## config.mk

```make
export PLATFORM = sky130hd
export DESIGN_NAME = fcw_top
export DESIGN_NICKNAME = d
export VERILOG_FILES = /design/src/fcw_pkg.sv /design/src/fcw_top.sv /design/src/fcw_counter.sv
export SDC_FILE = /design/constraint.sdc
export NUM_CORES = 1
export LEC_CHECK = 0
export BUFFER_PORTS_ARGS = -buffer_cell sky130_fd_sc_hd__buf_2
export CAP_MARGIN = 20
export CORE_UTILIZATION = 57
export DETAILED_ROUTE_END_ITERATION = 8
export GPL_ROUTABILITY_DRIVEN = 0
export PLACE_DENSITY = 0.88
export SLEW_MARGIN = 10
export SYNTH_ARGS = -nofsm -noshare
export SYNTH_HDL_FRONTEND = slang
export SYNTH_SLANG_ARGS = --single-unit
```

## constraint.sdc

```tcl
create_clock -name hclk -period 3.4 [get_ports hclk]
set_input_delay 0.68 -clock hclk [delete_from_list [all_inputs] [get_ports hclk]]
set_output_delay 0.68 -clock hclk [all_outputs]
set_load 0.05 [all_outputs]
```

## src/fcw_pkg.sv

```systemverilog
// package: register map, key patterns and field layout of the fetch-count watchdog
package fcw_pkg;
    // ----------------------------------------
    // register byte offsets
    // ----------------------------------------
    localparam logic [7:0] FCW_OFF_CTRL = 8'h00;
    localparam logic [7:0] FCW_OFF_PRECLR = 8'h04;
    localparam logic [7:0] FCW_OFF_CLR = 8'h08;
    localparam logic [7:0] FCW_OFF_STATUS = 8'h0C;
    localparam logic [7:0] FCW_OFF_IRQ_STAT = 8'h10;
    localparam logic [7:0] FCW_OFF_IRQ_MASK = 8'h14;
    localparam logic [7:0] FCW_OFF_CNT_LO = 8'h18;
    localparam logic [7:0] FCW_OFF_CNT_HI = 8'h1C;
    localparam int FCW_ADDR_W = 8;
    // ----------------------------------------
    // fields and keys
    // ----------------------------------------
    localparam int FCW_EN_BIT = 15;
    localparam int FCW_KEY_W = 8;
    localparam int FCW_PRE_LSB = 8;
    localparam int FCW_CLR_LSB = 0;
    localparam logic [7:0] FCW_PRE_KEY = 8'h40;
    localparam logic [7:0] FCW_CLR_KEY = 8'h08;
    localparam logic [7:0] FCW_KEY_RST = 8'h00;
    localparam int FCW_CNT_W = 32;
    localparam int FCW_HALF_W = 16;
    // status / interrupt bits
    localparam int FCW_ST_BAD = 0;
    localparam int FCW_ST_EVT = 1;
    localparam int FCW_ST_RUN = 2;
    localparam int FCW_IRQ_W = 2;
    localparam logic [1:0] HTRANS_NONSEQ = 2'h2;
endpackage

```

## src/fcw_top.sv

```systemverilog
// fetch-count watchdog: key registers, AHB-Lite slave, interrupt and counter
// Overview of operation
// - the watchdog runs while control bit 15 or the fuse enable is 1 and is idle while both are 0.
// - the software enable only matters when the fuse enable is 0; a set fuse forces running.
// - control bits 14 to 0 read 0 and ignore writes.
// - the preclear register keeps an 8-bit step-one key in bits 15:8, arming with 0x40.
// - the counter advances once per fetch while running and halts at a match.
// - the counter is 32 bits, matched against low and high 16-bit configuration words.
// - writing 0x08 as step-two key after a correct step-one key zeroes both keys and the counter.
// - any other step-two write sets the bad-clear flag, keeps step one, stores the value.
//
// The address map and the AHB-Lite interface to the registers were decided locally.
`timescale 1ns/1ps
`default_nettype none
module fcw_top (
    input wire logic hclk,
    input wire logic hresetn,
    input wire logic hsel,
    input wire logic [31:0] haddr,
    input wire logic [1:0] htrans,
    input wire logic hwrite,
    input wire logic [2:0] hsize,
    input wire logic [31:0] hwdata,
    input wire logic hready,
    output logic hreadyout,
    output logic hresp,
    output logic [31:0] hrdata,
    input wire logic fuse_enable,
    input wire logic [fcw_pkg::FCW_HALF_W-1:0] match_value_low,
    input wire logic [fcw_pkg::FCW_HALF_W-1:0] match_value_high,
    input wire logic fetch,
    output logic reset_request,
    output logic irq
);
    import fcw_pkg::*;

    // ----------------------------------------
    // bus address phase capture
    // ----------------------------------------
    logic wr_pend_r;
    logic [FCW_ADDR_W-1:0] addr_r;
    logic [31:0] hrdata_r;
    logic sw_enable_r;
    logic [FCW_KEY_W-1:0] preclear_key_r;
    logic [FCW_KEY_W-1:0] clear_key_r;
    logic bad_clear_flag_r;
    logic [FCW_IRQ_W-1:0] irq_stat_r;
    logic [FCW_IRQ_W-1:0] irq_mask_r;
    logic run;
    logic matched;
    logic rst_req;
    logic [FCW_CNT_W-1:0] count;

    wire addr_ph = hsel && hready && (htrans == HTRANS_NONSEQ);
    wire rd_go = addr_ph && !hwrite;
    wire [FCW_ADDR_W-1:0] a_now = haddr[FCW_ADDR_W-1:0];
    wire [FCW_KEY_W-1:0] wr_pre = hwdata[FCW_PRE_LSB +: FCW_KEY_W];
    wire [FCW_KEY_W-1:0] wr_clr = hwdata[FCW_CLR_LSB +: FCW_KEY_W];
    wire wr_ctrl = wr_pend_r && (addr_r == FCW_OFF_CTRL);
    wire wr_pre_go = wr_pend_r && (addr_r == FCW_OFF_PRECLR);
    wire wr_clr_go = wr_pend_r && (addr_r == FCW_OFF_CLR);
    wire wr_mask = wr_pend_r && (addr_r == FCW_OFF_IRQ_MASK);
    // step two only counts after an armed step one; anything else is a bad clear
    wire clr_ok = wr_clr_go && (wr_clr == FCW_CLR_KEY) && (preclear_key_r == FCW_PRE_KEY);
    wire clr_bad = wr_clr_go && !clr_ok;
    wire rd_stat = rd_go && (a_now == FCW_OFF_IRQ_STAT);

    // write data arrives one cycle after its address phase
    always_ff @(posedge hclk or negedge hresetn) begin
        if (!hresetn) begin
            wr_pend_r <= 1'b0;
            addr_r <= '0;
        end else begin
            wr_pend_r <= addr_ph && hwrite;
            if (addr_ph) begin
                addr_r <= a_now;
            end
        end
    end

    // zero-wait slave, always OKAY; unmapped reads give 0, writes are dropped
    assign hreadyout = 1'b1;
    assign hresp = 1'b0;
    assign hrdata = hrdata_r;

    // ----------------------------------------
    // control and keys
    // ----------------------------------------
    always_ff @(posedge hclk or negedge hresetn) begin
        if (!hresetn) begin
            sw_enable_r <= 1'b0;
        end else if (wr_ctrl) begin
            sw_enable_r <= hwdata[FCW_EN_BIT];
        end
    end

    // a set fuse overrides the software bit, which then only reads back
    assign run = fuse_enable || sw_enable_r;

    // ----------------------------------------
    // clear key sequence
    // ----------------------------------------
    // a match acts as the watchdog reset event and wipes both keys
    always_ff @(posedge hclk or negedge hresetn) begin
        if (!hresetn) begin
            preclear_key_r <= FCW_KEY_RST;
        end else if (rst_req || clr_ok) begin
            preclear_key_r <= FCW_KEY_RST;
        end else if (wr_pre_go) begin
            preclear_key_r <= wr_pre;
        end
    end

    always_ff @(posedge hclk or negedge hresetn) begin
        if (!hresetn) begin
            clear_key_r <= FCW_KEY_RST;
        end else if (rst_req || clr_ok) begin
            clear_key_r <= FCW_KEY_RST;
        end else if (wr_clr_go) begin
            clear_key_r <= wr_clr;
        end
    end

    // ----------------------------------------
    // status flags
    // ----------------------------------------
    // bad flag: hardware set wins over a reading clear
    wire rd_status = rd_go && (a_now == FCW_OFF_STATUS);
    always_ff @(posedge hclk or negedge hresetn) begin
        if (!hresetn) begin
            bad_clear_flag_r <= 1'b0;
        end else if (clr_bad) begin
            bad_clear_flag_r <= 1'b1;
        end else if (rd_status || rst_req) begin
            bad_clear_flag_r <= 1'b0;
        end
    end

    // ----------------------------------------
    // interrupts
    // ----------------------------------------
    logic [FCW_IRQ_W-1:0] ev;
    always_comb begin
        ev = '0;
        ev[FCW_ST_BAD] = clr_bad;
        ev[FCW_ST_EVT] = rst_req;
    end

    always_ff @(posedge hclk or negedge hresetn) begin
        if (!hresetn) begin
            irq_stat_r <= '0;
        end else begin
            // an event in the cycle of the clearing read is kept
            irq_stat_r <= (rd_stat ? '0 : irq_stat_r) | ev;
        end
    end

    always_ff @(posedge hclk or negedge hresetn) begin
        if (!hresetn) begin
            irq_mask_r <= '0;
        end else if (wr_mask) begin
            irq_mask_r <= hwdata[FCW_IRQ_W-1:0];
        end
    end

    assign irq = |(irq_stat_r & irq_mask_r);

    // ----------------------------------------
    // read data
    // ----------------------------------------
    // picked in the address phase: a read in a write's data phase still sees the old value
    logic [31:0] rd_nxt;
    always_comb begin
        rd_nxt = '0;
        case (a_now)
            FCW_OFF_CTRL: rd_nxt[FCW_EN_BIT] = sw_enable_r;
            FCW_OFF_PRECLR: rd_nxt[FCW_PRE_LSB +: FCW_KEY_W] = preclear_key_r;
            FCW_OFF_CLR: rd_nxt[FCW_CLR_LSB +: FCW_KEY_W] = clear_key_r;
            FCW_OFF_STATUS: begin
                rd_nxt[FCW_ST_BAD] = bad_clear_flag_r;
                rd_nxt[FCW_ST_EVT] = matched;
                rd_nxt[FCW_ST_RUN] = run;
            end
            FCW_OFF_IRQ_STAT: rd_nxt[FCW_IRQ_W-1:0] = irq_stat_r;
            FCW_OFF_IRQ_MASK: rd_nxt[FCW_IRQ_W-1:0] = irq_mask_r;
            FCW_OFF_CNT_LO: rd_nxt[FCW_HALF_W-1:0] = count[FCW_HALF_W-1:0];
            FCW_OFF_CNT_HI: rd_nxt[FCW_HALF_W-1:0] = count[FCW_CNT_W-1:FCW_HALF_W];
            default: rd_nxt = '0;
        endcase
    end

    always_ff @(posedge hclk or negedge hresetn) begin
        if (!hresetn) begin
            hrdata_r <= '0;
        end else if (rd_go) begin
            // held between reads; only a read address phase reloads it
            hrdata_r <= rd_nxt;
        end
    end

    // ----------------------------------------
    // counter
    // ----------------------------------------
    fcw_counter #(
        .CNT_W(FCW_CNT_W)
    ) u_cnt (
        .hclk(hclk),
        .hresetn(hresetn),
        .run(run),
        .fetch(fetch),
        .clear(clr_ok),
        .match_val({match_value_high, match_value_low}),
        .count(count),
        .matched(matched),
        .rst_req(rst_req)
    );

    // the pulse doubles as the reset event that wipes keys and bad flag
    assign reset_request = rst_req;
endmodule
`default_nettype wire

```

## src/fcw_counter.sv

```systemverilog
// fetch counter with match detection and single-cycle reset request
`timescale 1ns/1ps
`default_nettype none
module fcw_counter #(
    parameter int CNT_W = 32
) (
    input wire logic hclk,
    input wire logic hresetn,
    input wire logic run,
    input wire logic fetch,
    input wire logic clear,
    input wire logic [CNT_W-1:0] match_val,
    output logic [CNT_W-1:0] count,
    output logic matched,
    output logic rst_req
);
    logic [CNT_W-1:0] count_r;
    logic matched_r;
    logic rst_req_r;
    wire hit = run && !matched_r && (count_r == match_val);

    always_ff @(posedge hclk or negedge hresetn) begin
        if (!hresetn) begin
            count_r <= '0;
        end else if (clear) begin
            count_r <= '0;
        end else if (run && fetch && !matched_r && !hit) begin
            count_r <= count_r + 1'b1;
        end
    end

    // match latches until the clear sequence; counting halts there
    always_ff @(posedge hclk or negedge hresetn) begin
        if (!hresetn) begin
            matched_r <= 1'b0;
        end else if (clear) begin
            matched_r <= 1'b0;
        end else if (hit) begin
            matched_r <= 1'b1;
        end
    end

    always_ff @(posedge hclk or negedge hresetn) begin
        if (!hresetn) begin
            rst_req_r <= 1'b0;
        end else begin
            rst_req_r <= hit;
        end
    end

    assign count = count_r;
    assign matched = matched_r;
    assign rst_req = rst_req_r;
endmodule
`default_nettype wire

```

# Yosys cells after proc, flatten, opt, wreduce, memory -nomap -nowiden

Index checks and enable logic that the tools add are counted.

Output and inout port bits: 36
Bits in read-only memories: 0
Word-level logic and storage cells: 78
Register bits: 81
Latch bits: 0
RAM bits: 0
Memories kept: 0
Input bits: 108

Shift operators: 0
Muxes and demuxes: 16
Add/subtract/negate cells: 1
Eq/ne operators: 14
Divide/modulo/power cells: 0
Reductions and logical operators: 33
Bitwise logic cells: 2
$lt $le $gt $ge: 0
$mul: 0

Operators with widths:

| cell                                          | number |
|---|---|
| two-way mux 32 bit                            | 2 |
| == test 8 x 5 -> 1 bit, second input constant | 5 |
| adder 32 x 1 -> 32 bit, second input constant | 1 |
| == test 32 bit                                | 1 |
| == test 8 x 4 -> 1 bit, second input constant | 4 |
| two-way mux 8 bit                             | 4 |
| one-hot mux 7 bit (3 select lines)            | 1 |
| logical AND 1 bit                             | 18 |
| == test 8 x 3 -> 1 bit, second input constant | 2 |
| zero test 8 bit                               | 2 |
| one-hot mux 5 bit (3 select lines)            | 1 |
| one-hot mux 2 bit (6 select lines)            | 1 |
| nonzero test 2 bit                            | 5 |
| == test 8 x 7 -> 1 bit, second input constant | 1 |
| one-hot mux 1 bit (4 select lines)            | 2 |
| zero test 1 bit                               | 4 |
| two-way mux 1 bit                             | 4 |
| logical OR 1 bit                              | 3 |
| bitwise AND 2 bit                             | 1 |
| == test 2 bit, second input constant          | 1 |
| two-way mux 2 bit                             | 1 |
| OR 2 bit                                      | 1 |
| OR reduction 2 bit                            | 1 |

# Logic depth before layout (Yosys ltp)

Gate-level depths: netlist of the first run.

Word-level depth: 7
Depth in mapped cells: 10
Gate-level depth less buffers: 6

# Cells and area by module

A second synthesis of the first run with hierarchy kept.

Cells, all modules: 522
Area total of the unflattened synthesis: 4,996.0 um^2

Modules (own cells, without submodules):

| module      | seq. area each (um^2) | area each (um^2) | cells an instance | instances |
|---|---|---|---|---|
| fcw_top     | 1,176.1               | 2,630.0          | 246               | 1 |
| fcw_counter | 850.8                 | 2,366.0          | 276               | 1 |

# Worst setup path after synthesis of the first run

Ideal clock, no wire load.

Path type: in2reg
From: input match_value_high[2] (netlist name)
To: register u_cnt.count_r[24] (netlist: u_cnt.count[24])
Arrival time: 2.419 ns
Slack: 0.903 ns
Cell stages on the path: 9
Library setup time: 0.078 ns
Buffers on the path: 3
Required time: 3.322 ns
Cells stage by stage: xor2_1 > or4_1 > nor4bb_1 > and4_1 > buf_6 > buf_4 > buf_2 > o21ai_0 > a21oi_1

Longest elaborated chain between the ends: 5

Ends and longest elaborated chain:

| item                         | RTL line          | RTL |
|---|---|---|
| from (decl)                  | fcw_top.sv:30     | `input wire logic [fcw_pkg::FCW_HALF_W-1:0] match_value_high,` |
| == test 32 bit               | fcw_counter.sv:20 | `wire hit = run && !matched_r && (count_r == match_val);` |
| logical AND 1 bit            | fcw_counter.sv:20 |  |
| zero test 1 bit              | fcw_counter.sv:27 | `end else if (run && fetch && !matched_r && !hit) begin` |
| logical AND 1 bit            | fcw_counter.sv:27 |  |
| nonzero test 2 bit (no line) | --                |  |
| to (signal assigned)         | fcw_counter.sv:28 | `count_r <= count_r + 1'b1;` |
| to (decl)                    | fcw_counter.sv:17 | `logic [CNT_W-1:0] count_r;` |

No other way between the ends.
A chain may end at the register's enable or synchronous reset.

# Worst setup path in the final report of the first run

From: register addr_r[1]
To: register u_cnt.count_r[21] (netlist: u_cnt.count[21])

Longest elaborated chain between the ends: 5
Elaborated cells on any way between the ends: 6
Those cells by class: eq/ne (1); mux (1); reduce/logical (4)

Ends and longest elaborated chain:

| item                                                            | RTL line      | RTL |
|---|---|---|
| from (decl)                                                     | fcw_top.sv:41 | `logic [FCW_ADDR_W-1:0] addr_r;` |
| from (signal assigned)                                          | fcw_top.sv:76 | `addr_r <= a_now;` |
| == test 8 x 4 -> 1 bit (*)                                      | fcw_top.sv:61 | `wire wr_clr_go = wr_pend_r && (addr_r == FCW_OFF_CLR);` |
| logical AND 1 bit (*)                                           | fcw_top.sv:61 |  |
| logical AND 1 bit (*) (2 in a row)                              | fcw_top.sv:64 | `wire clr_ok = wr_clr_go && (wr_clr == FCW_CLR_KEY) && (preclear_key_r == FCW_PRE_KEY);` |
| two-way mux 32 bit / nonzero test 2 bit (equally long branches) | --            |  |

Mark *: on every way between the ends. The rest lies on a longest branch, timed or not.

==> out/metrics.cfg, run 1 <==
[status]
status=completed

[timing]
period_minus_slack_ps=2750
setup_ws_ps=654
hold_viol=0
period_share_pct=80.8
tightest_slew_ps=887
finalMaxSlewViolations=0
relSlewSlack_pct=40.7
whs_ps=206
setup_tns_ps=0
skew_ps=8.96
rsz0062_at_grt=no
max_clock_freq_ghz=0.364
final-setup-viol-count=0

[floorplanning]
io_pins=144
rows=33
die_y_um=94.6
design.die.area_um2=8940
core_um2=8260
die_w_um=94.6
start_util_pct=59.1

[global_route]
track_usage_pct=32.4
grt_max_degree=82
grt-ovfl-total=0
grt_pass1_vias=4425
antenna_found_initial=0
grt_pass1_wl_mm=21.7

[layout]
drive_gt1_share_pct=22.5
final_cell_mix=dfrtp_1 (81), buf_2 (81), nand2_1 (66)
n_antenna_cell=0
fin_nets=718
area_growth_pct=12.9

[critical_path]
r2r_slack_ps=650
startpoint_type=flip-flop
crit_family=simple AND/OR/NAND/NOR gates
critical_path_arrival_ps=2990
cp_data_required_time_ps=3650
crit_fanout=10
crit_buf_inv=0
worstPathCellList=nor4_1, nand3b_1, or3b_2, nor2_1, or4_1, o21ai_0
end_kind=flip-flop
slowest_stage=nor2_1
critPathMaxStageDelay_ps=710
critical_path_class=reg -> reg

[placement]
pre_cts_ws_ps=731
hpwl_mm=9.67
io_buffers=82

[yosys]
syn_area_um2=4880
synth_edf_count=0
synth_area_per_cell_um2=9.08
synth_cell_types=52
ys_ff_latch=81
yosys_warnings=0
ys_seq_area_share_pct=41.5
async_flop_share_pct=100
ys.flop_type=dfrtp_1
synth_cells=538

[min_path]
hp-class=in -> async

[clock_tree]
cts-root-buf=clkbuf_8
clk_latency_ps=370
path_clk_slew_ps=90
ctsHoldBuffers=0
cts_resized=0
numCtsBuffers=9
clk_path_buf_depth=2
htreeDepth=3
cts_tree=done
post_cts_buffers=0
clock_sinks=81

[detailed_routing]
num_vias=4531
totalWireLength_mm=13.3
via_per_inst=6.30
drt_pre_antenna_iters=6
ant_nets=0
route.detailed.drc=0
drtIter0Drc=373
drt-wirelength-per-cell_um=18.6

[job]
drv_cap=0

[power_and_ir_drop]
powerDensity_nw_per_um2=409
leakagePower_nw=2.46
peakVddDrop_uv=330

==> report_power, final <==
group	internal (W)	switching, W	leakage (nW)
Sequential	0.00103	0.0000967	1.05
Clock	0.000369	0.000392	0.105
Combinational	0.000149	0.000218	1.30
==> state kept, by name (all words and copies together) (netlist names) <==
register,flops
clear_key_r,8
u_cnt.count,32
wr_pend_r,1
irq_mask_r,2
sw_enable_r,1
irq_stat_r,2
addr_r,8
u_cnt.matched,1
u_cnt.rst_req,1
preclear_key_r,8
bad_clear_flag_r,1
hrdata,16
==> metal layers <==
layer	wire length [um]	GRT usage [%]	vias up
met5	0	0	-
met4	576	17.9	0
met3	1270	6.52	58
met2	6380	52.7	295
met1	5130	40.4	2121
li1	-	-	2057
==> logic make-up (layout without fill, tap and decap cells) <==
kind of cell	count (synthesis)	in the layout	synth area share (%)
compound gates	100	100	11.7
fa+ha+maj	1	1	0.256
buf+inv	52	112	6.28
xor+xnor	32	32	5.74
mux	38	38	8.61
simple gates	232	232	25.8
flops	81	81	41.5
other cells	2	18	0.154
==> stage by stage <==
| step | std cells | power (W) | cell area, um2 | util [%] |
|---|---|---|---|---|
| 6_report | 719 | 0.00225 | 5510 | 66.7 |
| 5_1_grt | 719 | 0.00233 | 5510 | 66.7 |
| 4_1_cts | 718 | 0.00225 | 5480 | 66.4 |
| 3_5_place_dp | 702 | 0.00149 | 5270 | 63.8 |
| 3_3_place_gp | 702 | 0.00147 | 5270 | 63.8 |
| 2_1_floorplan | 554 | 0.00136 | 4940 | - |
==> worst paths after layout <==
kind                       startpoint  depth (start not counted)               to
max                         addr_r[1]                          6  u_cnt.count[21]
min reg2reg                 hrdata[8]                          2        hrdata[8]
max in group asynchronous     hresetn                          2  u_cnt.count[22]
min                           hresetn                          1        addr_r[1]
max reg2reg                 addr_r[1]                          6  u_cnt.count[21]
min in group hclk           hrdata[8]                          2        hrdata[8]
==> synth_stat cells (3+ instances only) <==
library cell   n  share of area, %
and3_1        10               1.3
buf_1          3              0.23
nor2_1        42               3.2
or3_1         18               2.3
a21oi_1       39               4.0
mux2i_1       24               4.9
buf_6          3              0.69
nand4_1       21               2.7
o211ai_1       5              0.77
buf_4         19               2.9
o21ai_0       33               3.4
or4_1         16               2.5
nand2_1       66               5.1
or2_2          3              0.38
clkbuf_1      17               1.3
nand2b_1       3              0.38
mux2_2        12               2.8
inv_1          5              0.38
nor4_1         9               1.2
xnor2_1       20               3.6
nand3_1       14               1.4
nor4b_1        7               1.3
dfrtp_1       81                42
o31ai_1       11               1.7
xor2_1        12               2.2
a31oi_1        6              0.77
nor3_1         4              0.41
buf_2          3              0.31
==> final cells by class <==
class	instances	area, um2
inverters	5	18.8
multi-input cells	421	2620
fillers	652	2750
flip-flops and latches	81	2030
clock inverters	6	75.1
well taps	105	131
clock buffers	10	138
repair buffers	91	500
Power figures use the tool's default switching activity.
==> run 2, diff against run 1 <==
--- a/config.mk
+++ b/config.mk
@@ -7,10 +7,10 @@
 export LEC_CHECK = 0
 export BUFFER_PORTS_ARGS = -buffer_cell sky130_fd_sc_hd__buf_2
 export CAP_MARGIN = 20
-export CORE_UTILIZATION = 57
+export CORE_UTILIZATION = 52
 export DETAILED_ROUTE_END_ITERATION = 8
 export GPL_ROUTABILITY_DRIVEN = 0
-export PLACE_DENSITY = 0.88
+export PLACE_DENSITY = 0.81
 export SLEW_MARGIN = 10
 export SYNTH_ARGS = -nofsm -noshare
 export SYNTH_HDL_FRONTEND = slang
==> constraint.sdc (replaced) <==
create_clock -name hclk -period 2.68 [get_ports hclk]
set_input_delay 0.536 -clock hclk [delete_from_list [all_inputs] [get_ports hclk]]
set_output_delay 0.536 -clock hclk [all_outputs]
set_load 0.05 [all_outputs]
==> out/metrics.cfg, run 2 (synthesis gave the netlist of run 1 again) <==
[global_route]
track_usage_pct=29.0
grt_pass1_vias=4358
grt_pass1_wl_mm=21.8
grt_max_degree=48
antenna_found_initial=0
grt-ovfl-total=0

[layout]
n_antenna_cell=0
largest_reg_flops=32
area_growth_pct=15.1
fillers=760
multi_input_area_um2=2620
finalInstanceArea_um2=5620
drive_gt1_share_pct=24.6
fin_nets=735
final_cell_mix=dfrtp_1 (81), buf_2 (81), nand2_1 (66)
ff_latch_area_um2=2030

[timing]
period_minus_slack_ps=2480
max_clock_freq_ghz=0.403
skew_ps=8.75
tightest_slew_ps=623
finalMaxSlewViolations=0
whs_ps=116
setup_tns_ps=0
hold_viol=0
relSlewSlack_pct=58.1
period_share_pct=92.6
rsz0062_at_grt=no
final-setup-viol-count=0

[placement]
hpwl_mm=9.92
io_buffers=82
placed_area_um2=5440

[detailed_routing]
wl_met1_mm=5.56
via_per_inst=6.13
drt_pre_antenna_iters=5
totalWireLength_mm=13.5
dr_wl_met2_mm=6.39
routed.top_layer=met4
drt-wirelength-per-cell_um=18.2
ant_nets=0
dr_wl_met3_mm=1.04
num_vias=4531
drtIter0Drc=287
route.detailed.drc=0

[power_and_ir_drop]
powerDensity_nw_per_um2=491
peakVddDrop_uv=357
leakagePower_nw=2.53

[clock_tree]
path_clk_slew_ps=90
post_cts_buffers=0
clock_sinks=81
clk_path_buf_depth=2
ctsHoldBuffers=0
cts_resized=0
cts_tree=done
cts-root-buf=clkbuf_8
htreeDepth=3
clk_latency_ps=360
numCtsBuffers=9

[floorplanning]
core_um2=8890
io_pins=144
design.die.area_um2=9780
rows=34
start_util_pct=54.9
die_y_um=98.9
die_w_um=98.9

[critical_path]
critical_path_arrival_ps=2780
crit_fanout=6
end_kind=flip-flop
cp_data_required_time_ps=2980
startpoint_type=flip-flop
critical_path_class=reg -> reg
worstRegToRegCells=6

[min_path]
hp-class=in -> async

[status]
status=completed

[job]
drv_cap=0

-- run 2: changes by cell type in the layout (fill, tap and decap cells not counted), sizes merged --
cell,previous run,this run
buf,91,108
clkinv,2,0
clkinvlp,1,3
bufinv,1,0
inv,7,8
-- run 2: metrics by stage --
step | setup slack (ps) | utilization, % | power, W | std cells
global route | 93.2 | 63.2 | 0.00288 | 739
finish | 200 | 63.2 | 0.00276 | 739
floorplan | 327 | - | 0.00173 | 554
CTS | 221 | 63.2 | 0.00276 | 739
detailed placement | 167 | 61.1 | 0.00191 | 723
global placement | 186 | 61.1 | 0.00189 | 723
-- run 2: layer usage --
metal	track usage (%)	vias up
met2	47.6	259
met5	0	-
met4	13.3	0
met1	38.0	2127
met3	4.33	39
li1	-	2106
-- run 2: final timing paths --
| check | slack (ps) | endpoint | start |
|---|---|---|---|
| setup / recovery | 200 | u_cnt.count[31] | u_cnt.count[7] |
| hold / removal | 120 | addr_r[0] | hresetn |
| setup reg to reg | 200 | u_cnt.count[31] | u_cnt.count[7] |
| hold reg to reg | 480 | hrdata[15] | hrdata[15] |
| max in group asynchronous | 1930 | u_cnt.count[30] | hresetn |
| min in group hclk | 410 | wr_pend_r | hwrite |
-- run 2: power breakdown --
group / total, W / internal (W) / switching [W]
Clock: 0.000863 / 0.000371 / 0.000491
Sequential: 0.00140 / 0.00130 / 0.000100
Combinational: 0.000497 / 0.000200 / 0.000297
-- run 2: cell type report --
type / instances / area share (%)
tap: 108 / 2.40
sequential: 81 / 36.1
multi-input combinational: 421 / 46.6
timing repair buffer: 108 / 11.3
clock inverter: 6 / 0.868
clock buffer: 10 / 2.45
inverter: 5 / 0.334
-- run 2: critical path, cell delays in order, from the launching register on --
cell and delay, ps:
dfrtp_1 470, and3_4 270, nand3_4 110, or4_4 570, or4_4 500, or4_1 410
nand2_1 80
==> run 3, diff against run 2 <==
--- a/config.mk
+++ b/config.mk
@@ -10,8 +10,9 @@
 export CORE_UTILIZATION = 52
 export DETAILED_ROUTE_END_ITERATION = 8
 export GPL_ROUTABILITY_DRIVEN = 0
+export GPL_TIMING_DRIVEN = 0
+export HOLD_SLACK_MARGIN = 0.12
 export PLACE_DENSITY = 0.81
-export SLEW_MARGIN = 10
 export SYNTH_ARGS = -nofsm -noshare
 export SYNTH_HDL_FRONTEND = slang
 export SYNTH_SLANG_ARGS = --single-unit
==> out/metrics.cfg, run 3 (synthesis gave the netlist of run 1 again) <==
[detailed_routing]
drt_pre_antenna_iters=5
totalWireLength_mm=14.3
drt-wirelength-per-cell_um=18.9
via_per_inst=6.23
ant_nets=0
drtIter0Drc=426
route.detailed.drc=0
num_vias=4725

[power_and_ir_drop]
totalPowerFinal_w=0.00287
p_clk_share_pct=33.4
power.share.sequential_pct=49.5
leakagePower_nw=2.59
powerDensity_nw_per_um2=499
peakVddDrop_uv=330
p_sw_w=0.000892
netSwitchingFraction_pct=31.1
intPower_w=0.00198
power_frac_comb_pct=17.0

[timing]
skew_ps=13.4
rsz0062_at_grt=no
period_minus_slack_ps=2580
final-setup-viol-count=0
tightest_slew_ps=818
finalMaxSlewViolations=0
max_clock_freq_ghz=0.388
period_share_pct=96.1
hold_viol=0
relSlewSlack_pct=45.0

[min_path]
hold_start=hwrite
hp-class=in -> reg

[global_route]
grt-ovfl-total=0
antenna_found_initial=0
grt_pass1_vias=4468
grt_pass1_wl_mm=22.9
track_usage_pct=30.4
grt_max_degree=64

[clock_tree]
post_cts_buffers=0
clock_sinks=81
path_clk_slew_ps=90
clk_path_buf_depth=2
htreeDepth=3
clk_latency_ps=370
numCtsBuffers=9
cts-root-buf=clkbuf_8
cts_tree=done

[layout]
fillers=758
n_antenna_cell=0
multi_input_area_um2=2620
finalInstanceArea_um2=5750
final_cell_mix=buf_2 (81), dfrtp_1 (79), nand2_1 (66)
drive_gt1_share_pct=24.4
ff_latch_area_um2=2030
area_growth_pct=17.8
largest_reg_flops=32
fin_nets=755
final_common_cell=buf_2

[floorplanning]
design.die.area_um2=9780
start_util_pct=54.9
rows=34
io_pins=144
core_um2=8890
die_y_um=98.9
die_w_um=98.9

[placement]
hpwl_mm=10.7
io_buffers=80
placed_area_um2=5510

[status]
status=completed

[critical_path]
critical_path_arrival_ps=2860
crit_fanout=10
critical_path_class=reg -> reg
r2r-start=u_cnt.matched
end_kind=flip-flop
startpoint_type=flip-flop
crit_path_start=u_cnt.matched
cp_data_required_time_ps=2960

[job]
drv_cap=0

## run 3: cell count changes in the layout (fill, tap and decap cells not counted), moves of 3 or more
cell,before,now
buf_1,0,3
buf_4,25,19
buf_6,0,3
clkbuf_1,0,14
clkbuf_2,0,3
clkinv_4,0,3
clkinvlp_4,3,0
## run 3: repair_timing
item / in CTS / in global routing
endpoints found under the hold margin: 18 / 0
hold buffers: 1 / 0
gates resized for setup: 0 / 13
setup endpoints to repair: 3 / 32
pin swaps: 0 / 2
## run 3: worst max-delay path, cell delays in order, from the launching register on
cell and delay [ps]:
dfrtp_1 400, o21bai_1 250, nor2_1 660, clkbuf_1 500
nand4_1 190, or3_1 350, a21oi_1 140
## run 3: through the flow
| stage | hold slack [ps] | utilization [%] | worst slack (ps) | TNS (ps) | cells |
|---|---|---|---|---|---|
| floorplan | 240 | - | 327 | 0 | 554 |
| global placement | 459 | 61.6 | -98.0 | -1140 | 742 |
| detailed placement | 440 | 62.0 | -151 | -1550 | 743 |
| CTS | 397 | 64.4 | 29.1 | 0 | 759 |
| global route | 398 | 64.7 | 9.33 | 0 | 759 |
| finish | 396 | 64.7 | 103 | 0 | 759 |
## run 3: routing by layer
layer,track usage [%],wire [um],vias to the layer above
met5,0,0,-
met4,12.7,521,0
met3,5.25,1270,54
met2,49.5,6740,304
met1,40.1,5820,2232
li1,-,-,2135
## run 3: path summary, 6_finish.rpt
kind / slack [ps] / cells after the start / end
min in group asynchronous: 600 / 2 / wr_pend_r
max: 100 / 6 / u_cnt.count[24]
min reg2reg: 500 / 2 / hrdata[8]
min: 400 / 3 / wr_pend_r
max in group asynchronous: 1450 / 3 / u_cnt.count[18]
max reg2reg: 100 / 6 / u_cnt.count[24]
## run 3: power by group through the flow
stage,combinational (W),clock (W),sequential (W)
after floorplan,0.000324,0,0.00140
after global placement,0.000461,0,0.00143
after detailed placement,0.000479,0,0.00144
after CTS,0.000482,0.000970,0.00141
after global routing,0.000528,0.00101,0.00143
final,0.000488,0.000959,0.00142
## run 3: layout make-up
class                           instances  area share, %
Clock buffer                           10           2.39
Multi-Input combinational cell        421           45.6
Clock inverter                          6           1.28
Timing Repair Buffer                   82           7.66
Sequential cell                        81           35.3
Buffer                                 46           5.11
Tap cell                              108           2.35
Inverter                                5          0.326
